<file path="config.mk">
export PLATFORM = sky130hd
export DESIGN_NAME = tsof_formatter
export DESIGN_NICKNAME = d
export VERILOG_FILES = /design/src/verilog/tsof_fifo.v /design/src/verilog/tsof_formatter.v
export VERILOG_INCLUDE_DIRS = /design/src /design/src/verilog
export SDC_FILE = /design/constraint.sdc
export NUM_CORES = 1
export LEC_CHECK = 0
export ABC_CLOCK_PERIOD_IN_PS = 5050
export BUFFER_PORTS_ARGS = -buffer_cell sky130_fd_sc_hd__buf_2
export CORE_AREA = 2 2 142 144
export DETAILED_ROUTE_END_ITERATION = 8
export DIE_AREA = 0 0 144 146
export PLACE_DENSITY_LB_ADDON = 0.12
export RECOVER_POWER = 50
export SLEW_MARGIN = 30
export SYNTH_ARGS = -nofsm -noshare
export SYNTH_HDL_FRONTEND = slang
export SYNTH_SLANG_ARGS = --single-unit
</file>
<file path="constraint.sdc">
create_clock -name pclk -period 5.05 [get_ports pclk]
set_input_delay 0.2525 -clock pclk [delete_from_list [all_inputs] [get_ports pclk]]
set_output_delay 0.2525 -clock pclk [all_outputs]
set_load 0.1 [all_outputs]
</file>
<file path="src/verilog/tsof_defs.vh">
`ifndef TSOF_DEFS_VH
`define TSOF_DEFS_VH

// APB register byte offsets
`define TSOF_CTRL_OFS 12'h000
`define TSOF_STAT_OFS 12'h004

// Control register fields
`define TSOF_CTRL_EN 0
`define TSOF_CTRL_SER 1
`define TSOF_CTRL_RED 2
`define TSOF_CTRL_DEM_LO 3
`define TSOF_CTRL_DEM_HI 4
`define TSOF_CTRL_PCLK 5
`define TSOF_CTRL_PSTART 6
`define TSOF_CTRL_PERR 7
`define TSOF_CTRL_PVALID 8
`define TSOF_CTRL_W 9
// Disabled, parallel, data only, 8VSB, all flags active high
`define TSOF_CTRL_RST 9'h1E0

// Demodulation mode codes
`define TSOF_DEM_VSB 2'h0
`define TSOF_DEM_Q64 2'h1
`define TSOF_DEM_Q256 2'h2

// Packet layout
`define TSOF_PKT_LEN 188
`define TSOF_RED_VSB 20
`define TSOF_RED_QAM 16

// Clocks in Hz
`define TSOF_PCLK_HZ 10000000
`define TSOF_MAX_BPS 42100000
// Data only, serial clock (bit rate)
`define TSOF_VSB_DS_HZ 19392660
`define TSOF_Q64_DS_HZ 26970350
`define TSOF_Q256_DS_HZ 38810700
// Data only, parallel clock
`define TSOF_VSB_DP_HZ 2424080
`define TSOF_Q64_DP_HZ 3371290
`define TSOF_Q256_DP_HZ 4851330
// Data plus redundancy, serial clock
`define TSOF_VSB_RS_HZ 21455710
`define TSOF_Q64_RS_HZ 29265700
`define TSOF_Q256_RS_HZ 42113740
// Data plus redundancy, parallel clock
`define TSOF_VSB_RP_HZ 2681960
`define TSOF_Q64_RP_HZ 3658210
`define TSOF_Q256_RP_HZ 5264220

`endif

</file>
<file path="src/verilog/tsof_fifo.v">
`timescale 1ns/1ps
module tsof_fifo #(
   parameter WIDTH = 10,
   parameter DEPTH = 16,
   parameter AW = 4
) (
   input wire clk, // Clock
   input wire rst_n, // Async reset, active low
   input wire [WIDTH-1:0] in_data, // Write data
   input wire in_valid, // Write request
   output wire in_ready, // Space available
   output wire [WIDTH-1:0] out_data, // Head entry
   output wire out_valid, // Head entry present
   input wire out_ready, // Consumer takes head
   output wire [AW:0] level // Entries held
);
   reg [WIDTH-1:0] mem [0:DEPTH-1];
   reg [AW-1:0] wr_ptr;
   reg [AW-1:0] rd_ptr;
   reg [AW:0] count;
   reg room;
   wire push;
   wire pop;

   // Room is kept as its own flop so the ready output needs no gate
   assign push = in_valid & room;
   assign pop = out_valid & out_ready;
   assign in_ready = room;
   assign out_valid = (count != {(AW+1){1'b0}});
   assign out_data = mem[rd_ptr];
   assign level = count;

   always @(posedge clk) begin
      if (push) begin
         mem[wr_ptr] <= in_data;
      end
   end

   always @(posedge clk or negedge rst_n) begin
      if (!rst_n) begin
         wr_ptr <= {AW{1'b0}};
         rd_ptr <= {AW{1'b0}};
         count <= {(AW+1){1'b0}};
         room <= 1'b1;
      end else begin
         if (push) begin
            wr_ptr <= (wr_ptr == DEPTH - 1) ? {AW{1'b0}} :
                      wr_ptr + 1'b1;
         end
         if (pop) begin
            rd_ptr <= (rd_ptr == DEPTH - 1) ? {AW{1'b0}} :
                      rd_ptr + 1'b1;
         end
         if (push & ~pop) begin
            count <= count + 1'b1;
            room <= (count != DEPTH - 1);
         end else if (pop & ~push) begin
            count <= count - 1'b1;
            room <= 1'b1;
         end
      end
   end
endmodule

</file>
<file path="src/verilog/tsof_formatter.v">
// How it works
// - Parallel: byte on bus, all 8 bits at once
// - Serial: line 7 only, MSB first
// - Serial bit rate never above 42.1 Mbit/s
// - Four flag polarities individually programmable
// - Stream clock times parallel and serial data
// - Start flag only on first packet byte
// - Valid flag marks periods with packet data
// - Data only: 188-byte packets back to back
// - Data only: valid flag always active
// - Redundancy mode: valid only on data bytes
// - Redundancy bytes: 20 VSB, 16 QAM
// - VSB clock rates per output mode
// - 64QAM clock rates per output mode
// - 256QAM clock rates per output mode
`timescale 1ns/1ps
`include "tsof_defs.vh"
module tsof_formatter #(
   parameter CLK_HZ = `TSOF_PCLK_HZ,
   parameter FIFO_DEPTH = 16,
   parameter FIFO_AW = 4
) (
   input wire pclk, // APB and block clock
   input wire presetn, // Async reset, active low
   input wire [11:0] paddr, // APB address
   input wire psel, // APB select
   input wire penable, // APB enable
   input wire pwrite, // APB write
   input wire [31:0] pwdata, // APB write data
   output reg [31:0] prdata, // APB read data
   output reg pready, // APB ready
   output reg pslverr, // APB error, unmapped address
   input wire [7:0] src_data, // Decoded stream byte
   input wire src_start, // Byte is first of a packet
   input wire src_error, // Byte belongs to bad packet
   input wire src_valid, // Source byte offered
   output wire src_ready, // FIFO has room
   output reg stream_clock_out, // Output stream clock
   output reg [7:0] stream_data_bus, // Output data
   output reg packet_start_flag, // Packet start flag
   output reg packet_error_flag, // Packet error flag
   output reg packet_valid_flag // Packet valid flag
);
   localparam S_IDLE = 3'b001;
   localparam S_DATA = 3'b010;
   localparam S_RED = 3'b100;

   // Half period of the stream clock in pclk cycles. Rounding up keeps
   // every mode at or below its listed rate; at a slow pclk the output
   // of every mode listed above pclk/2 runs at pclk/2.
   function [7:0] half_of;
      input integer rate;
      integer h;
      begin
         h = (CLK_HZ + 2 * rate - 1) / (2 * rate);
         if (h < 1) h = 1;
         if (h > 255) h = 255;
         half_of = h[7:0];
      end
   endfunction

   localparam [7:0] H_VSB_DS = half_of(`TSOF_VSB_DS_HZ);
   localparam [7:0] H_VSB_DP = half_of(`TSOF_VSB_DP_HZ);
   localparam [7:0] H_VSB_RS = half_of(`TSOF_VSB_RS_HZ);
   localparam [7:0] H_VSB_RP = half_of(`TSOF_VSB_RP_HZ);
   localparam [7:0] H_Q64_DS = half_of(`TSOF_Q64_DS_HZ);
   localparam [7:0] H_Q64_DP = half_of(`TSOF_Q64_DP_HZ);
   localparam [7:0] H_Q64_RS = half_of(`TSOF_Q64_RS_HZ);
   localparam [7:0] H_Q64_RP = half_of(`TSOF_Q64_RP_HZ);
   localparam [7:0] H_Q256_DS = half_of(`TSOF_Q256_DS_HZ);
   localparam [7:0] H_Q256_DP = half_of(`TSOF_Q256_DP_HZ);
   localparam [7:0] H_Q256_RS = half_of(`TSOF_Q256_RS_HZ);
   localparam [7:0] H_Q256_RP = half_of(`TSOF_Q256_RP_HZ);
   // Floor for any serial mode, no faster than the ceiling bit rate
   localparam [7:0] H_MIN = half_of(`TSOF_MAX_BPS);

   localparam [7:0] LAST_DATA = `TSOF_PKT_LEN - 1;
   localparam [7:0] LAST_RVSB = `TSOF_RED_VSB - 1;
   localparam [7:0] LAST_RQAM = `TSOF_RED_QAM - 1;

   // Registers
   reg [`TSOF_CTRL_W-1:0] ctrl;
   reg [11:0] pkt_count;

   wire enable = ctrl[`TSOF_CTRL_EN];
   wire serial = ctrl[`TSOF_CTRL_SER];
   wire redund = ctrl[`TSOF_CTRL_RED];
   wire [1:0] demod = ctrl[`TSOF_CTRL_DEM_HI:`TSOF_CTRL_DEM_LO];
   wire pol_clk = ctrl[`TSOF_CTRL_PCLK];
   wire pol_start = ctrl[`TSOF_CTRL_PSTART];
   wire pol_err = ctrl[`TSOF_CTRL_PERR];
   wire pol_valid = ctrl[`TSOF_CTRL_PVALID];

   // FIFO between source and formatter
   wire [9:0] f_data;
   wire f_valid;
   reg f_pop;
   wire [FIFO_AW:0] f_level;

   tsof_fifo #(
      .WIDTH(10),
      .DEPTH(FIFO_DEPTH),
      .AW(FIFO_AW)
   ) u_fifo (
      .clk(pclk),
      .rst_n(presetn),
      .in_data({src_start, src_error, src_data}),
      .in_valid(src_valid),
      .in_ready(src_ready),
      .out_data(f_data),
      .out_valid(f_valid),
      .out_ready(f_pop),
      .level(f_level)
   );

   // Formatter state
   reg [2:0] state;
   reg [7:0] half_cnt;
   reg lvl;
   reg [7:0] byte_cnt;
   reg [2:0] bit_cnt;
   reg [7:0] shreg;
   reg cur_err;
   reg cur_valid;
   reg cur_start;

   reg [2:0] next_state;
   reg [7:0] next_half_cnt;
   reg next_lvl;
   reg [7:0] next_byte_cnt;
   reg [2:0] next_bit_cnt;
   reg [7:0] next_shreg;
   reg next_err;
   reg next_valid;
   reg next_start;
   reg next_pkt;

   reg [7:0] half_sel;
   reg [7:0] half_raw;
   wire [7:0] last_red;
   wire tick;
   wire byte_done;
   wire last_data;
   wire last_redund;
   wire running;

   // Rate table by demod mode, data or redundancy, serial or parallel
   always @* begin
      case ({demod, redund, serial})
         {`TSOF_DEM_VSB, 2'b00}: half_raw = H_VSB_DP;
         {`TSOF_DEM_VSB, 2'b01}: half_raw = H_VSB_DS;
         {`TSOF_DEM_VSB, 2'b10}: half_raw = H_VSB_RP;
         {`TSOF_DEM_VSB, 2'b11}: half_raw = H_VSB_RS;
         {`TSOF_DEM_Q64, 2'b00}: half_raw = H_Q64_DP;
         {`TSOF_DEM_Q64, 2'b01}: half_raw = H_Q64_DS;
         {`TSOF_DEM_Q64, 2'b10}: half_raw = H_Q64_RP;
         {`TSOF_DEM_Q64, 2'b11}: half_raw = H_Q64_RS;
         {`TSOF_DEM_Q256, 2'b00}: half_raw = H_Q256_DP;
         {`TSOF_DEM_Q256, 2'b01}: half_raw = H_Q256_DS;
         {`TSOF_DEM_Q256, 2'b10}: half_raw = H_Q256_RP;
         {`TSOF_DEM_Q256, 2'b11}: half_raw = H_Q256_RS;
         default: half_raw = H_VSB_DP;
      endcase
      half_sel = (half_raw < H_MIN) ? H_MIN : half_raw;
   end

   assign last_red = (demod == `TSOF_DEM_VSB) ? LAST_RVSB : LAST_RQAM;
   assign tick = (half_cnt == 8'h00);
   assign byte_done = ~serial | (bit_cnt == 3'h7);
   assign last_data = (state == S_DATA) & (byte_cnt == LAST_DATA);
   assign last_redund = (state == S_RED) & (byte_cnt == last_red);
   assign running = (state != S_IDLE);

   // Each unit (bit or byte) is one clock period: low half, then high
   // half; the unit advances only when its high half ends.
   always @* begin
      next_state = state;
      next_half_cnt = half_cnt;
      next_lvl = lvl;
      next_byte_cnt = byte_cnt;
      next_bit_cnt = bit_cnt;
      next_shreg = shreg;
      next_err = cur_err;
      next_valid = cur_valid;
      next_start = cur_start;
      next_pkt = 1'b0;
      f_pop = 1'b0;
      case (state)
         S_IDLE: begin
            next_lvl = 1'b0;
            next_shreg = 8'h00;
            // Drop bytes until a packet start reaches the head
            if (enable & f_valid) begin
               f_pop = 1'b1;
               if (f_data[9]) begin
                  next_state = S_DATA;
                  next_byte_cnt = 8'h00;
                  next_bit_cnt = 3'h0;
                  next_shreg = f_data[7:0];
                  next_err = f_data[8];
                  next_valid = 1'b1;
                  next_start = 1'b1;
                  next_half_cnt = half_sel - 8'h01;
                  next_pkt = 1'b1;
               end
            end
         end
         S_DATA, S_RED: begin
            if (!enable) begin
               next_state = S_IDLE;
               next_lvl = 1'b0;
               next_valid = 1'b0;
               next_start = 1'b0;
               next_err = 1'b0;
            end else if (!tick) begin
               next_half_cnt = half_cnt - 8'h01;
            end else if (!lvl) begin
               next_lvl = 1'b1;
               next_half_cnt = half_sel - 8'h01;
            end else if (!byte_done) begin
               // Next bit; start flag holds for the whole byte
               next_bit_cnt = bit_cnt + 3'h1;
               next_shreg = {shreg[6:0], 1'b0};
               next_lvl = 1'b0;
               next_half_cnt = half_sel - 8'h01;
            end else if (last_data & redund) begin
               next_state = S_RED;
               next_byte_cnt = 8'h00;
               next_bit_cnt = 3'h0;
               next_shreg = 8'h00;
               next_err = 1'b0;
               next_valid = 1'b0;
               next_start = 1'b0;
               next_lvl = 1'b0;
               next_half_cnt = half_sel - 8'h01;
            end else if ((state == S_RED) & ~last_redund) begin
               next_byte_cnt = byte_cnt + 8'h01;
               next_bit_cnt = 3'h0;
               next_lvl = 1'b0;
               next_half_cnt = half_sel - 8'h01;
            end else if (f_valid) begin
               // Next data byte, or first of the next packet with no gap
               f_pop = 1'b1;
               next_state = S_DATA;
               if (last_data | last_redund) begin
                  next_byte_cnt = 8'h00;
                  next_start = 1'b1;
                  next_pkt = 1'b1;
               end else begin
                  next_byte_cnt = byte_cnt + 8'h01;
                  next_start = 1'b0;
               end
               next_bit_cnt = 3'h0;
               next_shreg = f_data[7:0];
               next_err = f_data[8];
               next_valid = 1'b1;
               next_lvl = 1'b0;
               next_half_cnt = half_sel - 8'h01;
            end
            // FIFO empty: clock holds high until a byte arrives
         end
         default: begin
            next_state = S_IDLE;
            next_lvl = 1'b0;
         end
      endcase
   end

   always @(posedge pclk or negedge presetn) begin
      if (!presetn) begin
         state <= S_IDLE;
         half_cnt <= 8'h00;
         lvl <= 1'b0;
         byte_cnt <= 8'h00;
         bit_cnt <= 3'h0;
         shreg <= 8'h00;
         cur_err <= 1'b0;
         cur_valid <= 1'b0;
         cur_start <= 1'b0;
         pkt_count <= 12'h000;
      end else begin
         state <= next_state;
         half_cnt <= next_half_cnt;
         lvl <= next_lvl;
         byte_cnt <= next_byte_cnt;
         bit_cnt <= next_bit_cnt;
         shreg <= next_shreg;
         cur_err <= next_err;
         cur_valid <= next_valid;
         cur_start <= next_start;
         if (next_pkt) begin
            pkt_count <= pkt_count + 12'h001;
         end
      end
   end

   // Pin stage. Data change while the clock goes inactive, so the
   // receiver's active edge lands mid-period.
   always @(posedge pclk or negedge presetn) begin
      if (!presetn) begin
         stream_clock_out <= 1'b0;
         stream_data_bus <= 8'h00;
         packet_start_flag <= 1'b0;
         packet_error_flag <= 1'b0;
         packet_valid_flag <= 1'b0;
      end else begin
         stream_clock_out <= lvl ^ ~pol_clk;
         if (serial) begin
            stream_data_bus <= {shreg[7], 7'h00};
         end else begin
            stream_data_bus <= shreg;
         end
         packet_start_flag <= (running & cur_start) ^ ~pol_start;
         packet_error_flag <= (running & cur_err) ^ ~pol_err;
         if (redund) begin
            packet_valid_flag <= (running & cur_valid) ^ ~pol_valid;
         end else begin
            packet_valid_flag <= running ^ ~pol_valid;
         end
      end
   end

   // APB slave: one wait state, write lands with pready high
   wire ctrl_hit = (paddr == `TSOF_CTRL_OFS);
   wire stat_hit = (paddr == `TSOF_STAT_OFS);
   wire access = psel & penable;

   always @(posedge pclk or negedge presetn) begin
      if (!presetn) begin
         ctrl <= `TSOF_CTRL_RST;
         pready <= 1'b0;
         pslverr <= 1'b0;
         prdata <= 32'h00000000;
      end else begin
         pready <= access & ~pready;
         if (access & ~pready) begin
            pslverr <= ~(ctrl_hit | stat_hit);
            if (!pwrite & ctrl_hit) begin
               prdata <= {{(32-`TSOF_CTRL_W){1'b0}}, ctrl};
            end else if (!pwrite & stat_hit) begin
               prdata <= {pkt_count, {(5-FIFO_AW){1'b0}}, f_level,
                          state, bit_cnt, byte_cnt};
            end else begin
               prdata <= 32'h00000000;
            end
         end else begin
            // Error stands with pready only, not into the next cycle
            pslverr <= 1'b0;
         end
         if (access & pready & pwrite & ctrl_hit) begin
            ctrl <= pwdata[`TSOF_CTRL_W-1:0];
         end
      end
   end
endmodule
</file>
Word level (Yosys, flattened, before mapping)
Memories as Yosys holds them, arrays and structs flattened.
Index checks and enable logic that the tools add are counted.
{ "word_totals": {"n_memories": 2, "in_bits": 60, "output_inout_bits": 47, "wordCells": 235, "rom_bits": 32, "mem_bits_rw": 160, "register_bits": 115} }
{ "memory_table": {"columns": ["name", "depth", "word_bits", "read_ports", "rd_ports_with_merged_regs", "wr", "line_no", "text"], "rows": [
  ["u_fifo.mem", 16, 10, 1, 0, 1, "tsof_fifo.v:17", "reg [WIDTH-1:0] mem [0:DEPTH-1];"],
  ["(name not given)", 16, 2, 1, 0, 0, "tsof_formatter.v:149", "case ({demod, redund, serial})"]
]} }
{ "op_classes": {"n_reduce_logical": 14, "muxes": 122, "n_eq_ne": 27, "bitwise": 37, "addsub": 9, "n_lt_le_gt_ge": 1} }
{ "ops": {"columns": ["operator", "count"], "rows": [
  ["two-way mux 8 bit", 29],
  ["two-way mux 32 bit", 2],
  ["two-way mux 1 bit", 57],
  ["two-way mux 3 bit", 18],
  ["one-hot mux 8 bit (2 select lines)", 3],
  ["!= test 4 bit (second input constant)", 5],
  ["bitwise AND 1 bit", 19],
  ["AND reduction 8 bit", 2],
  ["subtractor 8 x 1 -> 8 bit (second input constant)", 2],
  ["two-way mux 5 bit", 3],
  ["AND reduction 7 bit", 2],
  ["adder 12 x 1 -> 12 bit (second input constant)", 1],
  ["equality test 12 x 3 -> 1 bit (second input constant)", 1],
  ["logical NOT 12 bit", 1],
  ["!= test 2 bit (second input constant)", 6],
  ["one-hot mux 3 bit (2 select lines)", 2],
  ["NOT 1 bit", 10],
  ["one-hot mux 1 bit (2 select lines)", 5],
  ["!= test 3 bit (second input constant)", 3],
  ["adder 4 x 1 -> 4 bit (second input constant)", 2],
  ["adder 8 x 1 -> 8 bit (second input constant)", 1],
  ["equality test 4 bit (second input constant)", 2],
  ["equality test 8 x 5 -> 1 bit", 1],
  ["equality test 8 bit (second input constant)", 1],
  ["23 further kinds", 32]
]} }

Depth between registers and ports, before layout
Gate-level depths: netlist (run 1).
{ "depth": {"word_depth": 17, "ltp_mapped": 15, "depth_no_buf": 15} }

By module
From an unflattened synthesis (run 1), not the netlist that was laid out.
{ "hier_totals": {"cells_unflattened": 805, "hier_area_um2": 11916.4} }
{ "by_module_without_submodules": {"columns": ["module", "area_each_um2", "instances", "cells_each", "seq_area_each_um2"], "rows": [
  ["tsof_fifo", 7188.1, 1, 382, 5156.2],
  ["tsof_formatter", 4728.3, 1, 423, 2508.7]
]} }

Worst setup path before layout (run 1)
OpenSTA, ideal clock, no wires.
{ "synth_path": {"path_type": "flip-flop to flip-flop", "from": "reg half_cnt[0]", "to": "reg u_fifo.count[4], in the netlist u_fifo.level[4]", "t_required_ns": 4.925, "setup_time_ns": 0.125, "arrival_ns": 3.150, "path_slack_ns": 1.774, "path_stages_with_launch": 16, "period_less_slack_ns": 3.276, "cell_sequence": "dfrtp_1 inv_1 ha_1 nor3b_2 nand4_1 or3b_1 o31ai_2 inv_1 ha_1 inv_1 ha_1 a21o_1 a21oi_1 xnor2_1 nor2_1 xor2_1"} }
{ "synth_between": {"elab_chain_len": 8, "word_cells_on_any_way": 10, "classes_between": "mux (4); bitwise (4); reduce/logical (2)"} }
{ "synth_rtl": {"columns": ["element", "line_no", "text"], "rows": [
  ["from (decl)", "tsof_formatter.v:118", "reg [7:0] half_cnt;"],
  ["from (signal assigned)", "tsof_formatter.v:283", "half_cnt <= next_half_cnt;"],
  ["logical NOT 8 bit *", "tsof_formatter.v:168", "assign tick = (half_cnt == 8'h00);"],
  ["two-way mux 1 bit *", "tsof_formatter.v:215", "end else if (!tick) begin"],
  ["two-way mux 1 bit *", "tsof_formatter.v:209", "if (!enable) begin"],
  ["one-hot mux 1 bit (2 select lines) *", "tsof_formatter.v:188", "case (state)"],
  ["bitwise AND 1 bit *", "tsof_fifo.v:27", "assign pop = out_valid & out_ready;"],
  ["NOT 1 bit", "tsof_fifo.v:54", "if (push & ~pop) begin"],
  ["bitwise AND 1 bit", "tsof_fifo.v:54", null],
  ["two-way mux 5 bit or nonzero test 2 bit (tied branches)", null, null],
  ["to (signal assigned)", "tsof_fifo.v:43", "count <= {(AW+1){1'b0}};"],
  ["to (signal assigned)", "tsof_fifo.v:55", "count <= count + 1'b1;"],
  ["to (signal assigned)", "tsof_fifo.v:58", "count <= count - 1'b1;"],
  ["to (decl)", "tsof_fifo.v:20", "reg [AW:0] count;"]
]} }
Every way passes the cells marked *; elsewhere a longest branch is shown, timed or not.
A chain may end at the register's enable or synchronous reset.

Final worst setup path (run 1)
{ "layout_path": {"from": "reg bit_cnt[0]", "to": "reg u_fifo.count[4], in the netlist u_fifo.level[4]"} }
{ "layout_between": {"elab_chain_len": 11, "word_cells_on_any_way": 13, "classes_between": "eq/ne (1); mux (6); bitwise (5); reduce/logical (1)"} }
{ "layout_rtl": {"columns": ["element", "line_no", "text"], "rows": [
  ["from (decl)", "tsof_formatter.v:121", "reg [2:0] bit_cnt;"],
  ["from (signal assigned)", "tsof_formatter.v:286", "bit_cnt <= next_bit_cnt;"],
  ["equality test 3 bit *", "tsof_formatter.v:169", "assign byte_done = ~serial | (bit_cnt == 3'h7);"],
  ["bitwise OR 1 bit *", "tsof_formatter.v:169", null],
  ["two-way mux 1 bit *", "tsof_formatter.v:220", "end else if (!byte_done) begin"],
  ["two-way mux 1 bit *", "tsof_formatter.v:217", "end else if (!lvl) begin"],
  ["two-way mux 1 bit *", "tsof_formatter.v:215", null],
  ["two-way mux 1 bit *", "tsof_formatter.v:209", null],
  ["one-hot mux 1 bit (2 select lines) *", "tsof_formatter.v:188", null],
  ["bitwise AND 1 bit *", "tsof_fifo.v:27", null],
  ["NOT 1 bit", "tsof_fifo.v:54", null],
  ["bitwise AND 1 bit", "tsof_fifo.v:54", null],
  ["two-way mux 5 bit or nonzero test 2 bit (tied branches)", null, null]
]} }
Marked as above.

==> results.md, run 1 <==
Clock network:
- Clock latency on the worst-skew pair, taken at its later pin, is 530 ps.
- The number of hold buffers added after CTS was 10.
- The clock tree root driver cell is clkbuf_16.
- Gates resized during post-CTS repair numbered 0.
- Clock-pin slew was measured on the worst setup and hold paths at 60 ps.
- The total clock buffers created by CTS is 27.
- The number of clock sinks is 274.
- TritonCTS built the clock tree.
- CTS built an H-tree with a depth of 1.
- Post-CTS timing repair inserted 0 buffers for setup.
- The worst-case clock buffer depth is 3.

Routing:
- The routed design has 24500 um of wire.
- The final route contains 6874 vias.
- Dividing the detail-routed via count by the number of cells gives 6.06.
- After the first detailed-routing iteration, the DRC count stood at 621.
- Dividing the detail-routed wire length by the instance count gives 21.6 um.
- The post-detailed-route DRC marker count is 0.
- The first TritonRoute pass finished after 5 iterations.
- The detail route stage leaves a number of antenna-violating nets equal to 0.

Layout:
- The sequential cell area is 0.00767 sq mm.
- The net count of the finished layout is 923.
- The area growth from synthesis to layout is 14.3%.
- After routing the design area is between 0.01 and 0.015 sq mm.
- Of the cells placed in the final design, the portion with a size suffix greater than 1 is 24.4%.
- The finished layout holds 1134 standard cells, fillers aside.
- In the final layout, the multi-input gates occupy 0.00361 sq mm.
- The antenna diode count is 0.
- Fill cells in the final layout number about 1300.

Logic synthesis:
- After technology mapping, the gate count stands at 756.
- After synthesis, the mean cell area works out to 15.2 sq um.
- The total nets after synthesis is 831.
- Counting flops with an async set or reset pin after synthesis yields a share of 41.6%.
- The predominant post-synthesis flop cell is edfxtp_1.
- Summing every instance area after synthesis gives roughly 0.012 sq mm.
- The Yosys step of the flow raised 0 warnings.
- Summing the sequential cell areas from Yosys gives 66.6% of the chip area.
- The distinct cell type count after synthesis is 65.
- The number of flip-flops and latches in the synthesized netlist is 274.
- In this run, synthesis inferred 160 flip-flops with an integrated enable.

Place:
- The standard cell area after detailed placement is 0.0122 sq mm.
- The half-perimeter wire length after placement is 15500 um.
- The weighted congestion reported at the end of routability-driven placement is 0.852.
- The number of placed instances, taps included, is about 1100.
- The port buffer count is 82.

Setup path:
- At the worst endpoint, the arrival time is 4600 ps.
- The largest stage delay on the critical path is around 480 ps.
- Counting stages on the worst path, the most repeated cell is ha_1.
- The kind of capture point of the worst setup path is a flip-flop.
- In this design, the largest share of critical-path delay is due to simple AND/OR/NAND/NOR gates.
- At the worst endpoint, the required time is about 5500 ps.
- The type of element launching the critical path is a flip-flop.
- The critical path goes through ha_1, ha_1, nand2b_1, nand4_1, or3b_1, o31ai_2, inv_1, ha_1, inv_1, ha_1, a21o_1, a21oi_1, xnor2_1, nor2_1, xor2_1.
- The slowest cell on the critical path is o31ai_2.
- The number of buffers and inverters on the critical path is 2.
- Of all nets on the critical path, the largest fanout is 13.
- The setup path with the least slack is of type reg -> reg.

Status:
- The run finished, with violations left.
- The checks that failed: capacitance limit, slew limit.

Timing:
- The number of hold-slack violations in the final timing report is 0.
- For the pin with the worst max-slew slack, the measured transition is ~2200 ps.
- Setup violations remaining at the end of the flow were counted as 0.
- The headroom to the max-slew limit is -49.5%.
- The number of slew-limit violations in the final report is 76.
- The setup TNS is 0 ps.
- The peak clock frequency supported by timing is between 200 and 250 MHz.
- Setup repair after global routing left no endpoint under its margin.
- On the final layout, the worst clock skew is around 11 ps.
- Counting I/O delays and the setup requirement, the final critical path takes 4180 ps.
- The final critical path takes up 82.8% of the cycle.

Power and ir drop:
- The areal power density over the cells is 511 mW/mm^2.
- In this run the static leakage power is 5.07 nW.
- The worst vdd rail ir drop is 357 uV.

Floorplan:
- The die is 144 um wide.
- The floorplan has 51 rows.
- The core region is 0.0193 sq mm.
- The starting density of the core is 59.6%.
- Measured along the y axis, the die boundary spans 146 um.
- The area of the die is 0.0210 sq mm.
- During I/O placement, the number of pins put on the boundary was 107.

Global routing:
- In the global route stage, overall resource usage came out at 23.7%.
- Entering global routing, the biggest net connects 75 pins.
- The initial antenna violation count was 0.
- Summed over all layers, the global routing overflow is 0.
- The number of global-route vias before repair is between 6000 and 7000.
- The first global-routing pass estimated roughly 38000 um of wire.

Run:
- Across the run, the number of max-cap violations was 2.

Worst hold path:
- The path class of the tightest hold or removal check is in -> reg.
[registers in the layout, summed over array words and instances, names as in the netlist, 3 cells and up]
name,count
u_fifo.mem,160
prdata,31
pkt_count,12
ctrl,9
byte_cnt,8
half_cnt,8
shreg,8
stream_data_bus,8
u_fifo.level,5
u_fifo.rd_ptr,4
u_fifo.wr_ptr,4
bit_cnt,3
state,3
[area by class of cell]
class                           count  share of cell area, %
Clock inverter                     17                  0.903
Clock buffer                       33                   5.46
Tap cell                          265                   2.52
Sequential cell                   274                   58.3
Timing Repair Buffer              107                   4.60
Inverter                           30                  0.856
Multi-Input combinational cell    408                   27.4
[cells in the mapped netlist, drive strengths merged (3+ instances only)]
cell type / number / share of area, %
and3: 7 / 0.42
buf: 16 / 0.76
dfstp: 6 / 1.4
nand2: 40 / 1.3
nor2: 41 / 1.3
o31ai: 11 / 0.80
o22ai: 6 / 0.38
o41ai: 4 / 0.30
a211oi: 4 / 0.26
nand2b: 9 / 0.49
nor3: 15 / 0.65
o2111ai: 3 / 0.23
xor2: 4 / 0.30
mux4: 50 / 9.8
edfxtp: 160 / 42
a221o: 7 / 0.61
nor3b: 3 / 0.24
clkbuf: 28 / 0.91
nand3: 14 / 0.61
inv: 28 / 0.91
a21oi: 13 / 0.60
mux2: 13 / 1.3
nand3b: 4 / 0.26
mux2i: 11 / 0.96
dfrtp: 108 / 23
a22o: 24 / 1.8
a21o: 5 / 0.33
xnor2: 19 / 1.4
ha: 14 / 1.5
nor4: 14 / 0.76
nand4: 8 / 0.43
o21ai: 40 / 1.7
[cell families after synthesis]
logic type	synth area share [%]
AO/OA/AOI/OAI	7.74
AND/OR/NAND/NOR	7.57
multiplexers	12.0
adder cells (fa/ha/maj)	1.69
other	0.0326
buffers and inverters	2.65
XOR/XNOR	1.75
flip-flops	66.6
[cells in the final DEF (no fill, tap or decap), drive strengths merged, types with 13 or more instances in the layout]
master,count
nand2,40
xnor2,19
nor3,15
a21oi,13
inv,30
nor4,14
nor2,41
dfrtp,108
buf,84
nand3,14
mux4,50
clkinv,15
o21ai,40
mux2,13
edfxtp,160
ha,14
clkbuf,46
a22o,24
[through the flow]
step	worst slack [ps]	hold WS, ps	utilization, %	power, mW
after floorplan	1770	-43.1	-	4.37
after detailed placement	904	380	63.3	4.87
after global placement	1090	379	63.1	4.75
after CTS	897	4.90	68.2	6.77
final	868	18.5	68.1	6.73
after global routing	564	23.8	68.1	7.02
[report_power, final]
part | internal (mW) | switching, mW
Clock | 1.06 | 0.840
Sequential | 2.64 | 0.307
Combinational | 0.841 | 1.03
Total | 4.55 | 2.18
[path summary, 6_finish.rpt]
path                            cells after the start       start                 end  slack [ps]
worst max-delay path                               15  bit_cnt[0]     u_fifo.level[4]         870
worst min-delay path                                3   src_valid    u_fifo.wr_ptr[3]          20
worst max register to register                     15  bit_cnt[0]     u_fifo.level[4]         870
worst min register to register                      0    shreg[7]  stream_data_bus[7]         390
max in group asynchronous                           3     presetn    u_fifo.wr_ptr[2]        2240
min in group asynchronous                           2     presetn           prdata[6]         310
[worst reg2reg max path, cell delays in order (launching register included)]
cell and delay, ps:
dfrtp_1 410, ha_1 180, ha_1 170, nand2b_1 450
nand4_1 280, or3b_1 470, o31ai_2 480, inv_1 130
ha_1 260, inv_1 160, ha_1 290, a21o_1 190
a21oi_1 210, xnor2_1 170, nor2_1 70, xor2_1 150
[routing by layer]
metal | wire (um) | up-vias | global-route usage, %
met5 | 0 | - | 0
met1 | 10100 | 3486 | 31.4
li1 | - | 3091 | -
met3 | 1310 | 51 | 3.42
met2 | 12400 | 246 | 41.2
met4 | 682 | 0 | 6.67
Power figures use the tool's default switching activity.
==> run 2: changes to the inputs <==
ABC_CLOCK_PERIOD_IN_PS = 4200   (was 5050)
CORE_AREA = 2 2 143 145   (was 2 2 142 144)
DIE_AREA = 0 0 145 147   (was 0 0 144 146)
clock period = 4.2 ns   (was 5.05 ns; I/O delays follow)
==> results.md, run 2 (same netlist as run 1, synthesis figures left out) <==
Clock network:
- The post-CTS setup-driven buffer insertion count was 0 (unchanged).
- The number of clock sinks is 274 (unchanged).
- The clock latency reported for the late side of the worst-skew pair is 540 ps (about the same).
- The number of gates resized after CTS was 0 (unchanged).
- The count of hold-fix buffers inserted at cts came to 11 (+1).
- The clock tree root driver cell is clkbuf_16.
- The clock edge transition at the registers on the reported setup and hold paths was 60 ps (about the same).
- The CTS H-tree depth is 1 (unchanged).
- The total clock buffers created by CTS was 28 (+3.7%).
- The worst-case clock buffer depth is 3 (unchanged).
- The clock tree from TritonCTS is built.

Setup path:
- The type of element launching the critical path is a flip-flop.
- The critical-path maximum fanout came to 6 (-7).
- The minimum setup slack among reg-to-reg paths is 500 ps (-360 ps).
- The worst register-to-register path ends at u_fifo.level[4].
- The origin of the critical flop-to-flop path is half_cnt[0].
- The worst endpoint data arrival time was 4110 ps (-490 ps).
- The depth of the most critical reg-to-reg path is 16 (+1).
- The data required time of the critical path is 4620 ps (-840 ps).
- The kind of capture point of the worst setup path is a flip-flop.
- The setup path with the least slack is of type reg -> reg.

Layout:
- The register with the most flip-flops in the final layout is u_fifo.mem.
- The antenna diode count is 0 (unchanged).
- The proportion of layout cells with a drive suffix above 1 came to 24.4% (-0.028 points).
- The post-layout net count came to 926 (+0.33%).
- The largest registers in the layout are u_fifo.mem (160), prdata (31), pkt_count (12).
- The number of fill cells is 1359 (+1.2%).
- The library cell used most frequently in the layout, excluding fill and tap cells, is edfxtp_1.
- The number of non-filler instances in the completed layout is 1140 (+0.53%).
- The number of flip-flops under the largest register name is 160 (unchanged).
- The layout overhead on the synthesized area is 14.9%.
- Leaving out fill and tap cells, the most frequent cells in the layout are 160 x edfxtp_1, 107 x dfrtp_1, 71 x buf_2.

Global routing:
- The total global routing track utilization is 22.3% (-1.4 points).
- The remaining global-route overflow came to 0 (unchanged).
- The pin count of the biggest net entering global routing is 81 (+8.0%).
- The initial antenna violation count is 0 (unchanged).
- The number of global-route vias before repair was 7022 (+0.43%).
- The first-pass GRT wire length is 37400 um (-2.2%).

Timing:
- The actual transition at the worst max-transition pin was 1990 ps (-255 ps).
- The headroom to the max-slew limit is -32.5% (+17 points).
- The final count of negative-setup-slack endpoints is 0 (unchanged).
- The setup TNS is 0 ps (unchanged).
- The worst setup skew after layout is 13.7 ps (+2.37 ps).
- The number of hold-slack violations in the final timing report is 0 (unchanged).
- The peak clock frequency supported by timing came to 271 MHz (+13%).
- The post-route fraction of the period consumed by the critical path is 88.0% (+5.2 points).
- Setup repair after global routing left no endpoint under its margin.
- The number of slew-limit violations in the final report is 151 (+99%).
- The time the final worst path needs with I/O delays and setup was 3700 ps (-486 ps).

Power and ir drop:
- The clock network fraction of total power is 29.0% (+0.7 points).
- The switching power of the nets is 2.57 mW (+18%).
- The total power draw was 8.16 mW (+21%).
- The internal power summed over all cells is 5.60 mW (+23%).
- The switching power share of the total came to 31.4% (-0.95 points).
- The worst vdd rail ir drop is 408 uV (+14%).
- The areal power density over the cells came to 617 mW/mm^2 (+21%).
- The portion of total power attributed to sequential cells came to 42.4% (-1.5 points).
- The combinational share of power came to 28.5% (+0.7 points).
- The leakage component of the power is 5.07 nW (about the same).

Place:
- The half-perimeter wire length after placement is 15300 um (-1.0%).
- The weighted congestion reported at the end of routability-driven placement is 0.857 (+0.66%).
- The port buffer count is 82 (unchanged).
- The instance count after placement with tap cells included is 1080 (+0.56%).

Floorplan:
- The number of placement rows is 52 (+2.0%).
- The area of the die is 0.0213 sq mm (+1.4%).
- The placeable core area is 0.0198 sq mm (+2.6%).
- The die extent in x is 145 um (+0.69%).
- The number of top-level pins is 107 (unchanged).
- The vertical die dimension is 147 um (+0.68%).
- The starting density of the core is 58.0% (-1.5 points).

Worst hold path:
- The worst hold path belongs to the class in -> reg.
- The endpoint of the worst hold path is pslverr.
- The number of cells traversed by the worst hold path is 4 (+1).
- The startpoint identified for the worst hold timing path is paddr[4].

Routing:
- The final routed wirelength across all metal layers came to 23400 um (-4.3%).
- The post-detailed-route DRC marker count was 0 (unchanged).
- The detailed-router iteration count before antenna repair is 5 (unchanged).
- The wire length per cell is 20.6 um (-4.8%).
- The number of vias after detailed routing was 6780 (-1.4%).
- The number of antenna-violating nets in the routed design is 0 (unchanged).
- The number of DRC violations after detailed-routing iteration 0 is 587 (-5.5%).
- The routed via count divided by cell count was 5.95 (-1.9%).

Status:
- The run finished, with violations left.
- The final reports fail on capacitance limit, slew limit.

Run:
- The max-cap violation count is 3 (+1).
[run 2: changes by cell type in the layout (fill, tap and decap cells not counted), moves of 3 or more]
cell        delta
clkbuf_1       +4
clkinv_2       -7
clkinvlp_4     +3
nor2_1         -4
nor2_2         +4
[run 2: layout make-up]
class                   count  area [sq um]  share of cell area, %
flip-flops and latches    274          7670                   58.0
multi-input cells         408          3610                   27.3
clock buffers              38           758                   5.73
repair buffers            109           617                   4.66
well taps                 270           338                   2.55
clock inverters            11           125                  0.946
inverters                  30           113                  0.851
[run 2: power groups by stage]
| stage | logic (mW) | registers [mW] | clock network (mW) |
|---|---|---|---|
| 2_1_floorplan | 1.75 | 3.51 | 0 |
| 6_report | 2.33 | 3.46 | 2.37 |
| 3_3_place_gp | 2.24 | 3.48 | 0 |
| 4_1_cts | 2.35 | 3.47 | 2.42 |
| 5_1_grt | 2.53 | 3.51 | 2.52 |
| 3_5_place_dp | 2.34 | 3.52 | 0 |
[run 2: routing by layer]
layer | share of wire [%] | wire length (um) | track usage, % | vias to the layer above
met1 | 40 | 9340 | 27.8 | 3432
met5 | 0 | 0 | 0 | -
met2 | 53 | 12300 | 40.7 | 201
met4 | 2.5 | 579 | 6.93 | 0
met3 | 4.9 | 1160 | 3.45 | 47
li1 | - | - | - | 3100
[run 2: worst max-delay path, cell delays in order, from the launching register on]
cell and delay (ps):
dfrtp_1 420, inv_1 100, ha_1 190, nor3b_2 330, nand4_1 200, or3b_1 430
o31ai_2 260, buf_4 200, inv_1 50, ha_1 210, inv_1 160, ha_1 300
a21o_1 190, a21oi_1 180, xnor2_1 140, nor2_1 70, xor2_1 140
[run 2: worst max-delay path by stage]
stage / from / endpoint / slack (ps)
floorplan: half_cnt[0] / u_fifo.level[4] / 920
global placement: half_cnt[0] / u_fifo.level[4] / 650
detailed placement: half_cnt[0] / u_fifo.level[4] / 520
CTS: half_cnt[0] / u_fifo.level[4] / 480
global route: half_cnt[0] / u_fifo.level[4] / 220
finish: half_cnt[0] / u_fifo.level[4] / 500
[run 2: metrics by stage]
step / worst slack (ps) / instance area, sq um / hold slack, ps / util, %
after floorplan: 924 / 11500 / -85.6 / -
after global placement: 654 / 12200 / 389 / 61.6
after detailed placement: 519 / 12300 / 368 / 61.8
after CTS: 481 / 13300 / 19.7 / 66.8
after global routing: 218 / 13200 / 89.2 / 66.7
final: 504 / 13200 / 58.0 / 66.7
